### src/design/tcsc_pkg.sv
// Shared constants for the timer compare status and control block
package tcsc_pkg;

	// Register byte addresses on the AXI4-Lite slave
	localparam logic [7:0] TCSC_ADDR_CH0 = 8'h00;
	localparam logic [7:0] TCSC_ADDR_CH1 = 8'h04;
	localparam logic [7:0] TCSC_ADDR_PINS = 8'h08;
	localparam int TCSC_ADDR_W = 8;
	localparam int TCSC_WORD_LSB = 2;

	// Field positions inside a compare status and control register
	localparam int TCSC_BIT_MATCH_B = 7;
	localparam int TCSC_BIT_MATCH_A = 6;
	localparam int TCSC_BIT_WRAP = 5;
	localparam int TCSC_BIT_ADC_TRIGGER_ENABLE = 4;
	localparam int TCSC_OSB_HI = 3;
	localparam int TCSC_OSB_LO = 2;
	localparam int TCSC_OSA_HI = 1;
	localparam int TCSC_OSA_LO = 0;

	// Flag vector indices
	localparam int TCSC_F_WRAP = 0;
	localparam int TCSC_F_A = 1;
	localparam int TCSC_F_B = 2;
	localparam int TCSC_NFLAGS = 3;

	// Reset values
	localparam logic [2:0] TCSC_FLAGS_RST = 3'h0;
	localparam logic [1:0] TCSC_OSEL_RST = 2'h0;
	localparam logic TCSC_ADC_TRIGGER_ENABLE_RST = 1'b0;
	localparam logic TCSC_PIN_RST = 1'b0;
	localparam logic TCSC_RSVD_READ = 1'b1;

	// Counter limit at which the next update wraps to zero
	localparam logic [7:0] TCSC_COUNT_MAX = 8'hFF;

	// Pin actions; the numeric order is also the priority order
	localparam logic [1:0] TCSC_ACT_KEEP = 2'h0;
	localparam logic [1:0] TCSC_ACT_DRIVE0 = 2'h1;
	localparam logic [1:0] TCSC_ACT_DRIVE1 = 2'h2;
	localparam logic [1:0] TCSC_ACT_TOGGLE = 2'h3;

	// AXI response codes
	localparam logic [1:0] TCSC_RESP_OKAY = 2'h0;
	localparam logic [1:0] TCSC_RESP_DECERR = 2'h3;

	// Write-side states of the bus slave
	typedef enum logic [2:0] {
		TCSC_WR_IDLE = 3'b001,
		TCSC_WR_COLLECT = 3'b010,
		TCSC_WR_RESP = 3'b100
	} tcsc_wr_state_t;

endpackage : tcsc_pkg

### src/design/tcsc_channel.sv
// One timer channel: match flags, wrap flag, output pin action and clear sequence
`timescale 1ns/1ps

module tcsc_channel
	import tcsc_pkg::*;
#(
	parameter bit HAS_ADC_TRIGGER_ENABLE = 1'b1,
	parameter int CW = 8
) (
	// Clock and reset
	input wire logic aclk,
	input wire logic aresetn,
	// Counter side
	input wire logic count_tick,
	input wire logic [CW-1:0] timer_count,
	input wire logic [CW-1:0] compare_const_a,
	input wire logic [CW-1:0] compare_const_b,
	// Software access
	input wire logic sw_read,
	input wire logic sw_write,
	input wire logic [7:0] sw_wdata,
	// Transfer controller
	input wire logic xfer_act_a,
	input wire logic xfer_act_b,
	input wire logic irq_disable_select,
	// Interrupt enables from the control register
	input wire logic match_a_irq_enable,
	input wire logic match_b_irq_enable,
	// Results
	output logic [7:0] status_byte,
	output logic match_a_strobe,
	output logic match_b_strobe,
	output logic wrap_strobe,
	output logic match_a_irq,
	output logic match_b_irq,
	output logic timer_output_pin,
	output logic adc_start
);

	// Higher code wins when both matches land together
	function automatic logic [1:0] pick_action(input logic [1:0] act_a, input logic [1:0] act_b);
		pick_action = (act_a > act_b) ? act_a : act_b;
	endfunction : pick_action

	logic [2:0] flags_reg, flags_next;
	logic [2:0] armed_reg, armed_next;
	logic adc_trigger_enable_reg, adc_trigger_enable_next;
	logic [1:0] osel_b_reg, osel_b_next;
	logic [1:0] osel_a_reg, osel_a_next;
	logic pin_reg, pin_next;
	logic adc_start_reg;
	wire logic [2:0] set_vec;
	wire logic [2:0] wr_zero;
	wire logic [2:0] clr_vec;
	wire logic [1:0] act_a;
	wire logic [1:0] act_b;
	wire logic [1:0] act_win;
	wire logic [CW-1:0] count_max;

	////////////////////////////////////////////////////////////////////////////////

	// Match strobes fire in the last cycle of the match, as the counter moves on
	assign count_max = TCSC_COUNT_MAX[CW-1:0];
	assign match_a_strobe = count_tick && (timer_count == compare_const_a);
	assign match_b_strobe = count_tick && (timer_count == compare_const_b);
	assign wrap_strobe = count_tick && (timer_count == count_max);

	// Hardware set vector
	assign set_vec[TCSC_F_B] = match_b_strobe;
	assign set_vec[TCSC_F_A] = match_a_strobe;
	assign set_vec[TCSC_F_WRAP] = wrap_strobe;

	// A written 0 clears only a flag that was read as 1 before; a written 1 does nothing
	assign wr_zero[TCSC_F_B] = sw_write && !sw_wdata[TCSC_BIT_MATCH_B];
	assign wr_zero[TCSC_F_A] = sw_write && !sw_wdata[TCSC_BIT_MATCH_A];
	assign wr_zero[TCSC_F_WRAP] = sw_write && !sw_wdata[TCSC_BIT_WRAP];
	assign clr_vec[TCSC_F_B] = (wr_zero[TCSC_F_B] && armed_reg[TCSC_F_B])
		|| (xfer_act_b && !irq_disable_select);
	assign clr_vec[TCSC_F_A] = (wr_zero[TCSC_F_A] && armed_reg[TCSC_F_A])
		|| (xfer_act_a && !irq_disable_select);
	assign clr_vec[TCSC_F_WRAP] = wr_zero[TCSC_F_WRAP] && armed_reg[TCSC_F_WRAP];

	// Set wins over clear so an event in the clearing cycle is kept
	assign flags_next = set_vec | (flags_reg & ~clr_vec);

	// A read arms each flag seen at 1 and wins over a write in the same cycle; any other write consumes the arming
	assign armed_next = sw_read ? flags_reg : (sw_write ? TCSC_FLAGS_RST : armed_reg);

	// Control fields
	assign adc_trigger_enable_next = (HAS_ADC_TRIGGER_ENABLE && sw_write) ? sw_wdata[TCSC_BIT_ADC_TRIGGER_ENABLE]
		: adc_trigger_enable_reg;
	assign osel_b_next = sw_write ? sw_wdata[TCSC_OSB_HI:TCSC_OSB_LO] : osel_b_reg;
	assign osel_a_next = sw_write ? sw_wdata[TCSC_OSA_HI:TCSC_OSA_LO] : osel_a_reg;

	// Pin action per match, then priority toggle, 1, 0, keep
	assign act_b = match_b_strobe ? osel_b_reg : TCSC_ACT_KEEP;
	assign act_a = match_a_strobe ? osel_a_reg : TCSC_ACT_KEEP;
	assign act_win = pick_action(act_a, act_b);
	assign pin_next = (act_win == TCSC_ACT_TOGGLE) ? !pin_reg
		: (act_win == TCSC_ACT_DRIVE1) ? 1'b1
		: (act_win == TCSC_ACT_DRIVE0) ? 1'b0 : pin_reg;

	// Flag, arming and control state
	always_ff @(posedge aclk) begin
		if (!aresetn) begin
			flags_reg <= TCSC_FLAGS_RST;
			armed_reg <= TCSC_FLAGS_RST;
			adc_trigger_enable_reg <= TCSC_ADC_TRIGGER_ENABLE_RST;
			osel_b_reg <= TCSC_OSEL_RST;
			osel_a_reg <= TCSC_OSEL_RST;
			pin_reg <= TCSC_PIN_RST;
			adc_start_reg <= 1'b0;
		end else begin
			flags_reg <= flags_next;
			armed_reg <= armed_next;
			adc_trigger_enable_reg <= adc_trigger_enable_next;
			osel_b_reg <= osel_b_next;
			osel_a_reg <= osel_a_next;
			pin_reg <= pin_next;
			adc_start_reg <= HAS_ADC_TRIGGER_ENABLE && adc_trigger_enable_reg && match_a_strobe;
		end
	end

	// Read view; the reserved bit of a channel without trigger enable reads 1
	assign status_byte = {flags_reg[TCSC_F_B], flags_reg[TCSC_F_A], flags_reg[TCSC_F_WRAP],
		(HAS_ADC_TRIGGER_ENABLE ? adc_trigger_enable_reg : TCSC_RSVD_READ), osel_b_reg, osel_a_reg};

	// Requests follow the flags; the controller clears them by activation
	assign match_a_irq = flags_reg[TCSC_F_A] && match_a_irq_enable;
	assign match_b_irq = flags_reg[TCSC_F_B] && match_b_irq_enable;
	assign timer_output_pin = pin_reg;
	assign adc_start = adc_start_reg;

endmodule : tcsc_channel

### src/design/tcsc_top.sv
// Two-channel timer compare status and control registers behind an AXI4-Lite slave
//
// Summary of operation
// A compare-B match of the counter sets the compare-B flag at status bit 7.
// A compare-A match of the counter sets the compare-A flag at status bit 6.
// A counter wrap from its maximum value to zero sets the wrap flag at bit 5.
// Software clears a flag only by first reading it at 1 and then writing 0 to it.
// Writes to bits 7 to 5 act only as clears by 0; a written 1 leaves the flag alone.
// A transfer-controller start by request B clears flag B while its disable select is 0.
// A transfer-controller start by request A clears flag A while its disable select is 0.
// On channel 0, bit 4 at 1 lets compare-A request an A/D start; at 0 it blocks it.
// Bits 3:2 pick the pin action on match B: keep, drive 0, drive 1 or toggle.
// Bits 1:0 pick the pin action on match A: keep, drive 0, drive 1 or toggle.
// On channel 1, bit 4 is reserved, always reads 1 and ignores writes.
// Reset clears all flags, the A/D trigger enable and all output selects.
// A match strobe fires in the last cycle of the match, just before the counter moves.
// The compare-A request rises only while the A flag and its enable are both 1.
// A compare-A flag set while the trigger enable is 1 sends an A/D start request.
// When both matches land together the pin takes toggle, then 1, then 0, then keep.
`timescale 1ns/1ps

module tcsc_top
	import tcsc_pkg::*;
#(
	parameter int CW = 8
) (
	// Clock and reset
	input wire logic aclk,
	input wire logic aresetn,

	// AXI4-Lite write address
	input wire logic [31:0] s_axi_awaddr,
	input wire logic [2:0] s_axi_awprot,
	input wire logic s_axi_awvalid,
	output logic s_axi_awready,

	// AXI4-Lite write data
	input wire logic [31:0] s_axi_wdata,
	input wire logic [3:0] s_axi_wstrb,
	input wire logic s_axi_wvalid,
	output logic s_axi_wready,

	// AXI4-Lite write response
	output logic [1:0] s_axi_bresp,
	output logic s_axi_bvalid,
	input wire logic s_axi_bready,

	// AXI4-Lite read address
	input wire logic [31:0] s_axi_araddr,
	input wire logic [2:0] s_axi_arprot,
	input wire logic s_axi_arvalid,
	output logic s_axi_arready,

	// AXI4-Lite read data
	output logic [31:0] s_axi_rdata,
	output logic [1:0] s_axi_rresp,
	output logic s_axi_rvalid,
	input wire logic s_axi_rready,

	// Channel 0 counter side
	input wire logic ch0_count_tick,
	input wire logic [CW-1:0] ch0_timer_count,
	input wire logic [CW-1:0] ch0_compare_const_a,
	input wire logic [CW-1:0] ch0_compare_const_b,

	// Channel 1 counter side
	input wire logic ch1_count_tick,
	input wire logic [CW-1:0] ch1_timer_count,
	input wire logic [CW-1:0] ch1_compare_const_a,
	input wire logic [CW-1:0] ch1_compare_const_b,

	// Interrupt enables from the timer control registers
	input wire logic ch0_match_a_irq_enable,
	input wire logic ch0_match_b_irq_enable,
	input wire logic ch1_match_a_irq_enable,
	input wire logic ch1_match_b_irq_enable,

	// Transfer controller activations
	input wire logic ch0_xfer_act_a,
	input wire logic ch0_xfer_act_b,
	input wire logic ch1_xfer_act_a,
	input wire logic ch1_xfer_act_b,
	input wire logic irq_disable_select,

	// Match and wrap strobes to the rest of the timer
	output logic ch0_match_a_strobe,
	output logic ch0_match_b_strobe,
	output logic ch0_wrap_strobe,
	output logic ch1_match_a_strobe,
	output logic ch1_match_b_strobe,
	output logic ch1_wrap_strobe,

	// Interrupt requests
	output logic ch0_match_a_irq,
	output logic ch0_match_b_irq,
	output logic ch1_match_a_irq,
	output logic ch1_match_b_irq,

	// Timer output pins and converter start
	output logic ch0_timer_output_pin,
	output logic ch1_timer_output_pin,
	output logic adc_start
);

	// Byte-address decode helper, used by both the read and write paths
	function automatic logic [2:0] decode_addr(
		input logic [31:0] addr);
		logic [TCSC_ADDR_W-1:0] byte_addr;
		byte_addr = addr[TCSC_ADDR_W-1:0];
		decode_addr = 3'h0;
		// High bits must be zero
		if (addr[31:TCSC_ADDR_W] == '0) begin
			decode_addr[0] = (byte_addr == TCSC_ADDR_CH0);
			decode_addr[1] = (byte_addr == TCSC_ADDR_CH1);
			decode_addr[2] = (byte_addr == TCSC_ADDR_PINS);
		end
	endfunction : decode_addr

	////////////////////////////////////////////////////////////////////////////////
	// Write channel

	// Write path state
	tcsc_wr_state_t wr_state_reg, wr_state_next;
	logic aw_held_reg, aw_held_next;
	logic w_held_reg, w_held_next;
	logic [31:0] awaddr_reg, awaddr_next;
	logic [31:0] wdata_reg, wdata_next;
	logic wstrb0_reg, wstrb0_next;
	logic [1:0] bresp_reg, bresp_next;
	wire logic aw_take;
	wire logic w_take;
	wire logic wr_fire;
	wire logic [2:0] wr_sel;
	wire logic ch0_write;
	wire logic ch1_write;

	// Address and data are taken in either order; no new write until the response leaves
	assign s_axi_awready = !aw_held_reg
		&& (wr_state_reg != TCSC_WR_RESP);
	assign s_axi_wready = !w_held_reg
		&& (wr_state_reg != TCSC_WR_RESP);
	assign aw_take = s_axi_awvalid && s_axi_awready;
	assign w_take = s_axi_wvalid && s_axi_wready;

	// Holding registers take the live beat when it arrives this cycle
	assign aw_held_next = (wr_fire || (wr_state_reg == TCSC_WR_RESP)) ? 1'b0
		: (aw_held_reg || aw_take);
	assign w_held_next = (wr_fire || (wr_state_reg == TCSC_WR_RESP)) ? 1'b0
		: (w_held_reg || w_take);
	assign awaddr_next = aw_take ? s_axi_awaddr : awaddr_reg;
	assign wdata_next = w_take ? s_axi_wdata : wdata_reg;
	assign wstrb0_next = w_take ? s_axi_wstrb[0] : wstrb0_reg;

	// The write lands in the cycle after both halves are held
	assign wr_fire = (wr_state_reg == TCSC_WR_COLLECT)
		&& aw_held_reg && w_held_reg;
	assign wr_sel = decode_addr(awaddr_reg);
	assign ch0_write = wr_fire && wr_sel[0] && wstrb0_reg;
	assign ch1_write = wr_fire && wr_sel[1] && wstrb0_reg;
	assign bresp_next = wr_fire ? ((wr_sel != 3'h0) ? TCSC_RESP_OKAY : TCSC_RESP_DECERR)
		: bresp_reg;

	// Write sequencing
	always_comb begin
		// Hold by default
		wr_state_next = wr_state_reg;
		case (wr_state_reg)
			TCSC_WR_IDLE: begin
				// Either half may come first
				if (aw_take || w_take) begin
					wr_state_next = TCSC_WR_COLLECT;
				end
			end

			TCSC_WR_COLLECT: begin
				// Both halves held
				if (wr_fire) begin
					wr_state_next = TCSC_WR_RESP;
				end
			end

			TCSC_WR_RESP: begin
				// A slow bready stalls writes
				if (s_axi_bready) begin
					wr_state_next = TCSC_WR_IDLE;
				end
			end

			default: begin
				// Illegal code back to idle
				wr_state_next = TCSC_WR_IDLE;
			end
		endcase
	end

	// Write-side registers
	always_ff @(posedge aclk) begin
		if (!aresetn) begin
			wr_state_reg <= TCSC_WR_IDLE;
			aw_held_reg <= 1'b0;
			w_held_reg <= 1'b0;
			awaddr_reg <= 32'h0000_0000;
			wdata_reg <= 32'h0000_0000;
			wstrb0_reg <= 1'b0;
			bresp_reg <= TCSC_RESP_OKAY;
		end else begin
			wr_state_reg <= wr_state_next;
			aw_held_reg <= aw_held_next;
			w_held_reg <= w_held_next;
			awaddr_reg <= awaddr_next;
			wdata_reg <= wdata_next;
			wstrb0_reg <= wstrb0_next;
			bresp_reg <= bresp_next;
		end
	end

	// Response outputs
	assign s_axi_bvalid = (wr_state_reg == TCSC_WR_RESP);
	assign s_axi_bresp = bresp_reg;

	////////////////////////////////////////////////////////////////////////////////
	// Read channel

	// Read path state
	logic rvalid_reg;
	logic [31:0] rdata_reg, rdata_next;
	logic [1:0] rresp_reg, rresp_next;
	wire logic ar_take;
	wire logic [2:0] rd_sel;
	wire logic ch0_read;
	wire logic ch1_read;
	wire logic [7:0] ch0_status;
	wire logic [7:0] ch1_status;
	wire logic [31:0] rd_word;

	// One read at a time; the data is captured at the address handshake
	assign s_axi_arready = !rvalid_reg;
	assign ar_take = s_axi_arvalid && s_axi_arready;
	// Address is steady while arvalid waits
	assign rd_sel = decode_addr(s_axi_araddr);

	// Reading a status register arms its set flags for a later clear
	assign ch0_read = ar_take && rd_sel[0];
	assign ch1_read = ar_take && rd_sel[1];

	// Unmapped reads return zero with a decode error
	assign rd_word = rd_sel[0] ? {24'h00_0000, ch0_status}
		: rd_sel[1] ? {24'h00_0000, ch1_status}
		: rd_sel[2] ? {30'h0000_0000, ch1_timer_output_pin, ch0_timer_output_pin}
		: 32'h0000_0000;
	assign rdata_next = ar_take ? rd_word : rdata_reg;
	assign rresp_next = ar_take ? ((rd_sel != 3'h0) ? TCSC_RESP_OKAY : TCSC_RESP_DECERR)
		: rresp_reg;

	// Read-side registers
	always_ff @(posedge aclk) begin
		if (!aresetn) begin
			rvalid_reg <= 1'b0;
			rdata_reg <= 32'h0000_0000;
			rresp_reg <= TCSC_RESP_OKAY;
		end else begin
			rvalid_reg <= ar_take
				|| (rvalid_reg && !s_axi_rready);
			rdata_reg <= rdata_next;
			rresp_reg <= rresp_next;
		end
	end

	// Read outputs
	assign s_axi_rvalid = rvalid_reg;
	assign s_axi_rdata = rdata_reg;
	assign s_axi_rresp = rresp_reg;

	////////////////////////////////////////////////////////////////////////////////
	// Channels

	// Converter start net
	wire logic ch0_adc_start;

	// Channel 0 owns the converter trigger enable
	tcsc_channel #(
		.HAS_ADC_TRIGGER_ENABLE(1'b1),
		.CW(CW)
	) u_ch0 (
		.aclk(aclk),
		.aresetn(aresetn),
		.count_tick(ch0_count_tick),
		.timer_count(ch0_timer_count),
		.compare_const_a(ch0_compare_const_a),
		.compare_const_b(ch0_compare_const_b),
		.sw_read(ch0_read),
		.sw_write(ch0_write),
		.sw_wdata(wdata_reg[7:0]),
		.xfer_act_a(ch0_xfer_act_a),
		.xfer_act_b(ch0_xfer_act_b),
		.irq_disable_select(irq_disable_select),
		.match_a_irq_enable(ch0_match_a_irq_enable),
		.match_b_irq_enable(ch0_match_b_irq_enable),
		.status_byte(ch0_status),
		.match_a_strobe(ch0_match_a_strobe),
		.match_b_strobe(ch0_match_b_strobe),
		.wrap_strobe(ch0_wrap_strobe),
		.match_a_irq(ch0_match_a_irq),
		.match_b_irq(ch0_match_b_irq),
		.timer_output_pin(ch0_timer_output_pin),
		.adc_start(ch0_adc_start)
	);

	// Channel 1 has a reserved bit 4 in place of the trigger enable
	tcsc_channel #(
		.HAS_ADC_TRIGGER_ENABLE(1'b0),
		.CW(CW)
	) u_ch1 (
		.aclk(aclk),
		.aresetn(aresetn),
		.count_tick(ch1_count_tick),
		.timer_count(ch1_timer_count),
		.compare_const_a(ch1_compare_const_a),
		.compare_const_b(ch1_compare_const_b),
		.sw_read(ch1_read),
		.sw_write(ch1_write),
		.sw_wdata(wdata_reg[7:0]),
		.xfer_act_a(ch1_xfer_act_a),
		.xfer_act_b(ch1_xfer_act_b),
		.irq_disable_select(irq_disable_select),
		.match_a_irq_enable(ch1_match_a_irq_enable),
		.match_b_irq_enable(ch1_match_b_irq_enable),
		.status_byte(ch1_status),
		.match_a_strobe(ch1_match_a_strobe),
		.match_b_strobe(ch1_match_b_strobe),
		.wrap_strobe(ch1_wrap_strobe),
		.match_a_irq(ch1_match_a_irq),
		.match_b_irq(ch1_match_b_irq),
		.timer_output_pin(ch1_timer_output_pin),
		.adc_start()
	);

	// Only channel 0 may start the converter
	assign adc_start = ch0_adc_start;

endmodule : tcsc_top

### config.mk
export PLATFORM = sky130hd
export DESIGN_NAME = tcsc_top
export DESIGN_NICKNAME = d
export VERILOG_FILES = /design/src/design/tcsc_pkg.sv /design/src/design/tcsc_channel.sv /design/src/design/tcsc_top.sv
export SDC_FILE = /design/constraint.sdc
export NUM_CORES = 1
export LEC_CHECK = 0
export ABC_AREA = 1
export BUFFER_PORTS_ARGS = -buffer_cell sky130_fd_sc_hd__clkbuf_2
export CORE_UTILIZATION = 42
export CTS_BUF_LIST = sky130_fd_sc_hd__clkbuf_16
export DETAILED_ROUTE_END_ITERATION = 6
export HOLD_SLACK_MARGIN = 0.02
export PLACE_DENSITY = 0.77
export SETUP_SLACK_MARGIN = 0.02
export SYNTH_ARGS = -nofsm -noshare
export SYNTH_HDL_FRONTEND = slang
export SYNTH_SLANG_ARGS = --single-unit
### constraint.sdc
create_clock -name aclk -period 1.6 [get_ports aclk]
set_input_delay 0.08 -clock aclk [delete_from_list [all_inputs] [get_ports aclk]]
set_output_delay 0.08 -clock aclk [all_outputs]
set_load 0.01 [all_outputs]
; After elaboration in Yosys (flattened, before gate mapping)
; Cells that the tools add are included.
[classes]
n_lt_le_gt_ge = 2
n_eq_ne = 23
muxes = 27
n_bitwise = 7
n_reduce_logical = 72
[ops]
columns = operator, count
row1 = 24-bit logical NOT, 2
row2 = 1-bit logical AND, 41
row3 = 8-bit equality test, 4
row4 = 3-bit 2-to-1 mux, 9
row5 = 2-bit 2-to-1 mux, 9
row6 = 8-bit by 3-bit equality test with 1-bit output (second input constant), 2
row7 = 8-bit by 4-bit equality test with 1-bit output (second input constant), 2
row8 = 8-bit equality test (second input constant), 2
row9 = 8-bit logical NOT, 2
row10 = 8-bit 2-to-1 mux, 2
row11 = 3-bit nonzero test, 4
row12 = 1-bit logical NOT, 10
row13 = 1-bit logical OR, 9
row14 = 3-bit case mux with 3 select lines, 1
row15 = 2-bit equality test (second input constant), 4
row16 = 3-bit AND, 2
row17 = 1-bit 2-to-1 mux, 6
row18 = 3-bit inverter, 2
row19 = 3-bit OR, 2
row20 = 2-bit by 1-bit equality test with 1-bit output (second input constant), 2
row21 = 2-bit > comparator, 2
row22 = 2-bit != test (second input constant), 2
row23 = 2-bit nonzero test, 2
row24 = 3-bit by 1-bit equality test with 1-bit output (second input constant), 1
row25 = other kinds (7), 7
[word_totals]
register_bits = 107
in_bits = 172
output_inout_bits = 54
wordCells = 153

; Longest topological paths before layout
; Gate-level depths: netlist of the first run.
[logic_depth]
depth_word = 11
mapped_depth = 17
ltp_nobuf = 17

; Modules after synthesis
; Synthesis of the first run repeated with hierarchy kept, for this count alone.
[hier_totals]
hier_cells = 731
area_unflattened_um2 = 4738.3
[by_module_without_submodules]
columns = mod, n_inst, cells_each, area_each_um2
row1 = tcsc_top, 1, 378, 2775.2
row2 = tcsc_channel (u_ch0), 1, 187, 1037.2
row3 = tcsc_channel (u_ch1), 1, 166, 925.9

; Worst setup path before layout of the first run
; OpenSTA, ideal clock, no wires.
[synth_timing]
kind = input-to-reg
from = in ch0_timer_count[1]
to = reg u_ch0.pin_reg, in the netlist u_ch0.timer_output_pin
t_arrival_ps = 1623
path_slack_ps = -132
path_stages = 16
path_cell_list = inv_1 -> nand2_1 -> o21ai_0 -> a21oi_1 -> nand3_1 -> or2_2 -> inv_1 -> nand2_1 -> ha_1 -> nand2_1 -> a22oi_1 -> inv_1 -> nand2_1 -> nand3_1 -> nand2_1 -> inv_1
[synth_via]
elab_chain_cells = 8
[synth_rtl]
columns = element, line
row1 = from (decl), tcsc_top.sv:62  ; input wire logic [CW-1:0] ch0_timer_count,
row2 = 8-bit equality test *, tcsc_channel.sv:65  ; assign match_b_strobe = count_tick && (timer_count == compare_const_b);
row3 = 1-bit logical AND *, tcsc_channel.sv:65
row4 = named net ch0_match_b_strobe, tcsc_top.sv:87  ; output logic ch0_match_b_strobe,
row5 = 2-bit 2-to-1 mux *, tcsc_channel.sv:96  ; assign act_b = match_b_strobe ? osel_b_reg : TCSC_ACT_KEEP;
row6 = 2-bit > comparator, tcsc_channel.sv:42  ; pick_action = (act_a > act_b) ? act_a : act_b;
row7 = 2-bit 2-to-1 mux *, tcsc_channel.sv:42
row8 = 2-bit equality test, tcsc_channel.sv:100  ; : (act_win == TCSC_ACT_DRIVE1) ? 1'b1
row9 = 1-bit 2-to-1 mux, tcsc_channel.sv:100
row10 = 1-bit 2-to-1 mux, tcsc_channel.sv:99  ; assign pin_next = (act_win == TCSC_ACT_TOGGLE) ? !pin_reg
row11 = to (signal assigned), tcsc_channel.sv:119  ; pin_reg <= pin_next;
row12 = to (decl), tcsc_channel.sv:50  ; logic pin_reg, pin_next;
; The timed path passes the listed nets; every way through them passes the cells marked *.
; A chain may end at the register's enable or synchronous reset.

; Final worst setup path of the first run
[layout_timing]
from = reg wr_state_reg[0]
to = out s_axi_awready
[layout_via]
elab_chain_cells = 2
[layout_rtl]
columns = element, line
row1 = from (decl), tcsc_top.sv:123  ; tcsc_wr_state_t wr_state_reg, wr_state_next;
row2 = from (signal assigned), tcsc_top.sv:207  ; wr_state_reg <= wr_state_next;
row3 = 3-bit != test, tcsc_top.sv:139  ; && (wr_state_reg != TCSC_WR_RESP);
row4 = 1-bit logical AND, tcsc_top.sv:139
row5 = to (decl), tcsc_top.sv:35  ; output logic s_axi_awready,
; Every way passes these cells.

==> run_results.csv, run 1 <==
group,metric,value,unit
synthesis,synth.most_common_cell,"nand2_1",
layout,final_area,0.00669,mm²
critical_path,cp.arrival,1.42,ns
layout,drive_gt1_share,30.6,%
detailed_routing,wire_per_inst,12.0,µm
die,start_util,43.2,%
critical_path,crit_buf_inv,4,
clock_network,clockBufferDepth,2,
timing,worst_pin_slew,0.646,ns
global_routing,grt.total_usage,23.1,%
critical_path,worstSetupEndpointType,"output port",
clock_network,clk_pin_slew,0.06,ns
critical_path,critPathMaxFanout,22,
critical_path,reg2regPathDepth,9,
layout,syn2layout_area_growth,42.3,%
placement,finalWeightedCongestion,0.896,
synthesis,synth_top_cells_by_area,"dfxtp_1 34%, nand2_1 14%, nand3_1 7.9%, nor2_1 7.6%, inv_1 7.4%",
synthesis,ys_seq_area_share,34.5,%
die,dieArea,0.0116,mm²
synthesis,synth.avg_cell_area,6.41,µm²
synthesis,synthFlopType,"dfxtp_1",
timing,finalHoldViolCount,0,
critical_path,path_cells,"inv_1 -> nand3_2 -> inv_2 -> nor2_4 -> buf_8 -> clkbuf_2",
critical_path,crit_path_max_incr_delay,0.35,ns
die,core-area,0.0109,mm²
timing,setup_violations,0,
global_routing,antenna_found_initial,0,
layout,diodes,0,
timing,finalCritPeriodShare,93.7,%
die,ioPinCount,226,
timing,max_freq,0.667,GHz
detailed_routing,vias_per_cell,4.82,
clock_network,cts_buffers,9,
die,die_h,108,µm
die,std_cell_rows,38,
layout,largest_register_ffs,32,
placement,placedInstanceArea,0.00603,mm²
min_path,whs_path_depth,3,
detailed_routing,drt_iter0_drc,274,
detailed_routing,wirelength,13500,µm
layout,fin_util,61.5,%
power_and_ir_drop,irDropWorstVdd,0.560,mV
placement,portBuffers,168,
clock_network,clk_latency,0.33,ns
clock_network,cts-root-buf,"clkbuf_16",
detailed_routing,vias,5422,
synthesis,synth_common_cells,"171 x nand2_1, 95 x nor2_1, 93 x inv_1, 81 x dfxtp_1, 74 x nand3_1",
synthesis,ys_async_sr_fraction,0,%
global_routing,grt_max_degree,32,
detailed_routing,dr.pass1.iters,5,
power_and_ir_drop,p_leak,3.47,nW
timing,finalCriticalPeriod,1.50,ns
synthesis,ys_types,36,
synthesis,synth_warnings,0,
detailed_routing,drc,0,
synthesis,synth_area,0.00470,mm²
timing,skew,0.00948,ns
global_routing,grt-ovfl-total,0,
timing,drv_slew,0,
timing,relSlewSlack,56.5,%
critical_path,slowest_stage,"dfxtp_1",
clock_network,clock-sinks,81,
synthesis,syn_inst,734,
placement,hpwl,10200,µm
global_routing,grt_pass1_wl,21700,µm
run,max-cap-violations,0,
layout,nNetsFinal,1157,
clock_network,htree_levels,3,
synthesis,synth_top_area_share,34.5,%
timing,timing.setup.tns,0,ns
detailed_routing,ant_nets,0,
critical_path,critPathLaunchType,"flop",
synthesis,yosysTopAreaCell,"dfxtp_1",
critical_path,crit_type,"reg2out",
critical_path,cp_num_cells,6,
synthesis,synth_edf_count,0,
clock_network,cts_tree,"yes",
critical_path,cp.required,1.52,ns
power_and_ir_drop,power.density,792,mW/mm²
global_routing,grt_pass1_vias,4977,
critical_path,critical-path-top-delay-family,"buffers and inverters",
die,fp.dieW,108,µm
min_path,hold_class,"in2reg",
timing,holdWs,0.0151,ns
run_status,status,"finished, final reports clean",
timing,grt_setup_unrepaired,"true",
synthesis,ys_ff_latch,81,
layer usage:
layer  global-route usage [%]  share of wire, %  vias to the layer above
li1                         -                 -                     2801
met1                     29.2                44                     2395
met2                     40.3                47                      198
met3                     2.60               5.8                       28
met4                     8.51               2.3                        0
met5                        0                 0                        -
repair_timing:
action	4_1_cts	5_1_grt
hold endpoints to repair	25	1
endpoints found under the setup margin	0	17
resized for setup	0	39
setup buffers	0	3
hold buffers	25	1
cell usage in the layout, fill, tap and decap left out, types with 3 or more instances in the layout:
cell type,synthesis,routed
clkbuf_2,0,165
xor2_1,5,4
ha_1,6,4
nand2_1,171,163
a21oi_1,68,67
inv_2,4,13
o21ai_0,20,11
nor3_1,7,5
buf_4,28,67
clkbuf_16,0,9
nor2_2,1,3
nand2_2,2,9
nand4_1,27,27
a21boi_0,4,4
nand3_1,74,74
dlygate4sd3_1,0,26
conb_1,1,24
or2_2,5,4
nor2_1,95,92
dfxtp_1,81,81
nor2_4,3,4
o21ai_1,1,9
inv_1,93,84
nor3_2,1,3
where the power goes:
part | switching [mW] | internal [mW]
combinational | 0.532 | 0.456
clock | 0.788 | 1.35
sequential | 0.0592 | 2.11
total | 1.38 | 3.92
final timing paths:
| path | startpoint | to | slack [ns] |
|---|---|---|---|
| setup / recovery | wr_state_reg[0]$_SDFFE_PN1P_ | s_axi_awready | 0.10 |
| hold / removal | s_axi_wdata[6] | wdata_reg[6]$_SDFFE_PN0P_ | 0.02 |
| setup reg to reg | awaddr_reg[13]$_SDFFE_PN0P_ | u_ch1.flags_reg[1]$_SDFF_PN0_ | 0.11 |
| hold reg to reg | awaddr_reg[10]$_SDFFE_PN0P_ | awaddr_reg[10]$_SDFFE_PN0P_ | 0.45 |
tightest hold or removal path: cells and delay by family:
kind,cells,cell delay (ns)
buf+inv,1,0.08
compound gates,1,0.06
simple gates,1,0.07
through the flow:
| step | power [mW] | std cells | setup slack [ns] |
|---|---|---|---|
| 4_1_cts | 5.27 | 1120 | 0.0394 |
| 5_1_grt | 5.53 | 1124 | -0.0725 |
| 2_1_floorplan | 2.74 | 757 | 0.0125 |
| 6_report | 5.30 | 1124 | 0.101 |
| 3_5_place_dp | 3.11 | 1079 | -0.213 |
| 3_3_place_gp | 3.09 | 1079 | -0.153 |
layout make-up:
type                    count  area (µm²)
clock buffers               9         225
inverters                  99         382
multi-input cells         528        2590
flip-flops and latches     81        1620
clock inverters             7        87.6
repair buffers            260        1610
well taps                 140         175
fillers                  1054        4200
kinds of logic after synthesis:
logic type | count (synthesis) | synth area share [%]
simple gates | 393 | 37.3
compound gates | 100 | 11.2
fa+ha+maj | 6 | 1.60
other cells | 1 | 0.0797
xor+xnor | 5 | 0.931
buf+inv | 148 | 14.4
flops | 81 | 34.5
Note: power is estimated with default switching activity, not from simulation.
==> run 2: changes to the inputs <==
Settings changed: GPL_ROUTABILITY_DRIVEN from default to 0, REMOVE_ABC_BUFFERS from default to 1.
==> run_results.csv, run 2 (synthesized netlist as in run 1, its figures left out) <==
group,metric,value,unit
placement,portBuffers,168,
timing,timing.setup.tns,0,ns
timing,finalHoldViolCount,0,
clock_network,cts_buffers,9,
placement,placedInstanceArea,0.00597,mm²
die,die_h,108,µm
timing,finalCritPeriodShare,97.1,%
layout,final_cell_mix,"167 x clkbuf_2, 164 x nand2_1, 92 x nor2_1, 91 x inv_1, 80 x dfxtp_1",
global_routing,antenna_found_initial,0,
power_and_ir_drop,p_leak,3.48,nW
power_and_ir_drop,irDropWorstVdd,0.680,mV
die,start_util,43.2,%
timing,worst_pin_slew,0.579,ns
power_and_ir_drop,p_switching,1.44,mW
layout,fin_util,62.0,%
clock_network,clk_latency,0.34,ns
clock_network,htree_levels,3,
detailed_routing,drc,0,
power_and_ir_drop,pwr-share-comb,19.8,%
critical_path,critPathMaxFanout,3,
layout,nNetsFinal,1164,
critical_path,critPathLaunchType,"input pin",
global_routing,grt_pass1_vias,5000,
placement,pre_cts_ws,-0.403,ns
layout,mostFrequentLayoutCell,"clkbuf_2",
global_routing,grt-ovfl-total,0,
critical_path,cp.arrival,1.79,ns
placement,hpwl,10000,µm
layout,fillerInstances,982,
timing,skew,0.00878,ns
detailed_routing,vias_per_cell,4.85,
global_routing,busiest_layer,"met2",
detailed_routing,vias,5482,
run,max-cap-violations,0,
timing,setup_ws,0.0471,ns
die,fp.dieW,108,µm
layout,diodes,0,
timing,max_freq,0.644,GHz
global_routing,use_met3,5.33,%
die,ioPinCount,226,
timing,relSlewSlack,61.2,%
die,dieArea,0.0116,mm²
critical_path,worstSetupEndpointType,"flop",
power_and_ir_drop,p_int,3.62,mW
detailed_routing,dr.pass1.iters,5,
detailed_routing,drt_iter0_drc,308,
global_routing,grt_pass1_wl,22400,µm
clock_network,clockBufferDepth,2,
power_and_ir_drop,p_clk_share,37.4,%
detailed_routing,wirelength,14000,µm
power_and_ir_drop,p_sw_share,28.5,%
global_routing,grt_max_degree,53,
timing,drv_slew,0,
power_and_ir_drop,power.density,750,mW/mm²
timing,finalCriticalPeriod,1.55,ns
run_status,status,"finished, final reports clean",
layout,drive_gt1_share,29.3,%
global_routing,grt.total_usage,24.5,%
critical_path,cp.required,1.84,ns
power_and_ir_drop,sequentialPowerShare,42.8,%
min_path,hold_class,"in2reg",
timing,setup_violations,0,
detailed_routing,wire_per_inst,12.4,µm
clock_network,cts-root-buf,"clkbuf_16",
global_routing,grtUsageMet2,43.4,%
layout,syn2layout_area_growth,43.4,%
layout,largest_register_ffs,32,
detailed_routing,ant_nets,0,
power_and_ir_drop,total_power,5.06,mW
clock_network,clock-sinks,81,
clock_network,clk_pin_slew,0.06,ns
global_routing,met1_usage,29.3,%
die,std_cell_rows,38,
critical_path,crit_type,"in2reg",
clock_network,cts_tree,"yes",
die,core-area,0.0109,mm²
layout,final_area,0.00675,mm²
## run 2: worst max-delay path: stages
cell and delay (ns):
clkbuf_2 0.10, xor2_1 0.18, nor2_1 0.14, nand3_1 0.11, or2_4 0.27, inv_2 0.06, nand2_2 0.06, ha_4 0.28
nand2_2 0.05, a22oi_2 0.16, inv_1 0.06, nand2_1 0.06, nand3_1 0.07, nand2_1 0.06, inv_1 0.03
## run 2: cell type report
cell class,instances,area [µm²],share of cell area [%]
multi-input combinational,529,2580,38.3
timing repair buffer,266,1720,25.4
sequential,81,1620,24.1
inverter,99,377,5.58
clock buffer,9,225,3.34
tap,140,175,2.60
clock inverter,7,46.3,0.686
## run 2: final timing paths
| check | start | end | slack [ns] | cells past startpoint |
|---|---|---|---|---|
| max reg2reg | awaddr_reg[8]$_SDFFE_PN0P_ | u_ch1.flags_reg[2]$_SDFF_PN0_ | 0.09 | 10 |
| min reg2reg | awaddr_reg[19]$_SDFFE_PN0P_ | awaddr_reg[19]$_SDFFE_PN0P_ | 0.46 | 2 |
| min | s_axi_awaddr[3] | awaddr_reg[3]$_SDFFE_PN0P_ | 0.02 | 3 |
| max | ch0_timer_count[4] | u_ch0.timer_output_pin$_SDFFE_PN0P_ | 0.05 | 15 |
## run 2: metal layers
layer / share of wire [%] / vias to the layer above
met2: 50 / 221
li1: - / 2819
met3: 7.1 / 24
met1: 41 / 2418
met5: 0 / -
met4: 1.8 / 0
## run 2: power by group through the flow
stage          combinational, mW  clock [mW]  sequential, mW
3_5_place_dp               0.880           0            2.21
3_3_place_gp               0.865           0            2.21
5_1_grt                     1.12        1.99            2.18
2_1_floorplan              0.455           0            2.20
6_report                    1.00        1.89            2.17
4_1_cts                    0.955        1.91            2.16
## run 2: what timing repair did
| action | 4_1_cts | 5_1_grt |
|---|---|---|
| cloned | 0 | 1 |
| buffers inserted | 0 | 4 |
| endpoints found under the hold margin | 34 | 1 |
| pin swaps | 0 | 11 |
| hold buffers | 34 | 1 |
| gates resized for setup | 3 | 34 |
| endpoints found under the setup margin | 2 | 23 |
## run 2: metrics by stage
stage | hold WS, ns | cells
floorplan | 0.178 | 708
global placement | 0.334 | 1075
detailed placement | 0.337 | 1075
CTS | 0.0205 | 1125
global route | 0.0295 | 1131
finish | 0.0209 | 1131
==> run 3: changes to the inputs <==
Settings changed: CORE_UTILIZATION 42 to 43, PLACE_DENSITY 0.77 to 0.78, SYNTH_HIERARCHICAL from default to 1.
==> run_results.csv, run 3 <==
group,metric,value,unit
run_status,status,"finished with violations",
run_status,violations,"setup timing",
critical_path,path_cells,"nor3_4 -> nand3_2 -> nor3_4 -> nand3_2 -> nor2_4 -> buf_6 -> nand2_2 -> o21ai_2 -> a21oi_1 -> o21a_1",
synthesis,synth_warnings,6,
critical_path,slowest_stage,"dfxtp_2",
timing,max_freq,0.582,GHz
power_and_ir_drop,irDropWorstVdd,0.600,mV
global_routing,grt-ovfl-total,0,
layout,diodes,0,
clock_network,clk_pin_slew,0.06,ns
critical_path,critical-path-top-delay-family,"simple AND/OR/NAND/NOR gates",
timing,worst_pin_slew,0.501,ns
detailed_routing,drc,0,
timing,grt_setup_unrepaired,"true",
die,fp.dieW,107,µm
power_and_ir_drop,p_leak,3.56,nW
layout,final_cell_mix,"166 x nand2_1, 166 x clkbuf_2, 104 x inv_1, 77 x dfxtp_1, 74 x buf_4",
detailed_routing,dr.pass1.iters,5,
critical_path,crit_path_max_incr_delay,0.34,ns
min_path,hold_class,"in2reg",
die,ioPinCount,226,
timing,setup_ws,-0.118,ns
critical_path,crit_buf_inv,1,
detailed_routing,wl_met1,5730,µm
die,dieArea,0.0114,mm²
detailed_routing,met3_length,791,µm
timing,finalHoldViolCount,0,
clock_network,cts-root-buf,"clkbuf_16",
run,max-cap-violations,0,
die,start_util,45.0,%
placement,portBuffers,168,
detailed_routing,vias_per_cell,4.69,
synthesis,syn_inst,729,
critical_path,cp.required,1.83,ns
synthesis,synth_area,0.00473,mm²
critical_path,critPathMaxFanout,5,
detailed_routing,top_layer_used,"met4",
synthesis,synth.avg_cell_area,6.48,µm²
die,die_h,107,µm
power_and_ir_drop,power.density,772,mW/mm²
global_routing,grt_max_degree,46,
global_routing,grt_pass1_vias,4613,
timing,finalCritPeriodShare,107,%
timing,drv_slew,0,
detailed_routing,drt_iter0_drc,213,
layout,final_area,0.00684,mm²
detailed_routing,wl_met2,6430,µm
timing,finalCriticalPeriod,1.72,ns
clock_network,cts_tree,"yes",
layout,largest_register_ffs,32,
layout,fin_util,65.1,%
timing,skew,0.00979,ns
placement,hpwl,9830,µm
detailed_routing,vias,5284,
layout,drive_gt1_share,34.5,%
layout,syn2layout_area_growth,44.6,%
die,std_cell_rows,37,
critical_path,worstSetupEndpointType,"flop",
timing,relSlewSlack,66.6,%
clock_network,clockBufferDepth,2,
critical_path,crit_type,"reg2reg",
global_routing,grt.total_usage,22.6,%
detailed_routing,ant_nets,0,
clock_network,cts_buffers,9,
global_routing,grt_pass1_wl,20600,µm
critical_path,critPathLaunchType,"flop",
timing,setup_violations,16,
global_routing,antenna_found_initial,0,
detailed_routing,wirelength,13100,µm
placement,placedInstanceArea,0.00607,mm²
clock_network,clock-sinks,81,
timing,holdWs,0.0205,ns
timing,timing.setup.tns,-1.13,ns
detailed_routing,wire_per_inst,11.6,µm
die,core-area,0.0105,mm²
clock_network,clk_latency,0.34,ns
layout,nNetsFinal,1164,
critical_path,cp.arrival,1.95,ns
clock_network,htree_levels,3,
run 3: layout make-up:
type | instances | area, µm²
Tap cell | 136 | 170
Multi-Input combinational cell | 505 | 2600
Clock inverter | 7 | 77.6
Clock buffer | 9 | 225
Fill cell | 934 | 3670
Inverter | 123 | 464
Sequential cell | 81 | 1630
Timing Repair Buffer | 266 | 1680
run 3: metrics by stage:
stage	std cells	power (mW)	worst slack, ns
after floorplan	709	2.66	-0.187
after global placement	1083	3.10	-0.283
after detailed placement	1083	3.12	-0.351
after CTS	1123	5.27	-0.0804
after global routing	1127	5.54	-0.252
final	1127	5.28	-0.118
run 3: final timing paths:
| kind | startpoint | endpoint | slack [ns] | depth (start not counted) |
|---|---|---|---|---|
| worst max-delay path | wr_state_reg[0]$_SDFFE_PN1P_ | u_ch0/flags_reg[2]$_SDFF_PN0_ | -0.12 | 10 |
| worst min-delay path | s_axi_awaddr[16] | awaddr_reg[16]$_SDFFE_PN0P_ | 0.02 | 3 |
| worst max register to register | wr_state_reg[0]$_SDFFE_PN1P_ | u_ch0/flags_reg[2]$_SDFF_PN0_ | -0.12 | 10 |
| worst min register to register | awaddr_reg[25]$_SDFFE_PN0P_ | awaddr_reg[25]$_SDFFE_PN0P_ | 0.45 | 2 |
run 3: what timing repair did:
item / 4_1_cts / 5_1_grt
pin swaps: 5 / 18
gates resized for setup: 11 / 46
buffers inserted: 2 / 4
cloned: 1 / 1
endpoints found under the hold margin: 21 / 0
setup endpoints to repair: 17 / 42
hold buffers: 21 / 0
run 3: power breakdown:
group | switching (mW) | internal [mW]
sequential | 0.0583 | 2.12
combinational | 0.531 | 0.481
clock | 0.863 | 1.22
total | 1.45 | 3.83
run 3: per-layer routing:
layer | global-route usage (%) | vias up
met2 | 38.4 | 177
met3 | 4.74 | 9
met5 | 0 | -
met4 | 5.09 | 0
met1 | 29.3 | 2330
li1 | - | 2768
run 3: tightest hold or removal path: stages:
cell and delay [ns]:
clkbuf_2 0.07, o21ai_0 0.07, a21oi_1 0.10
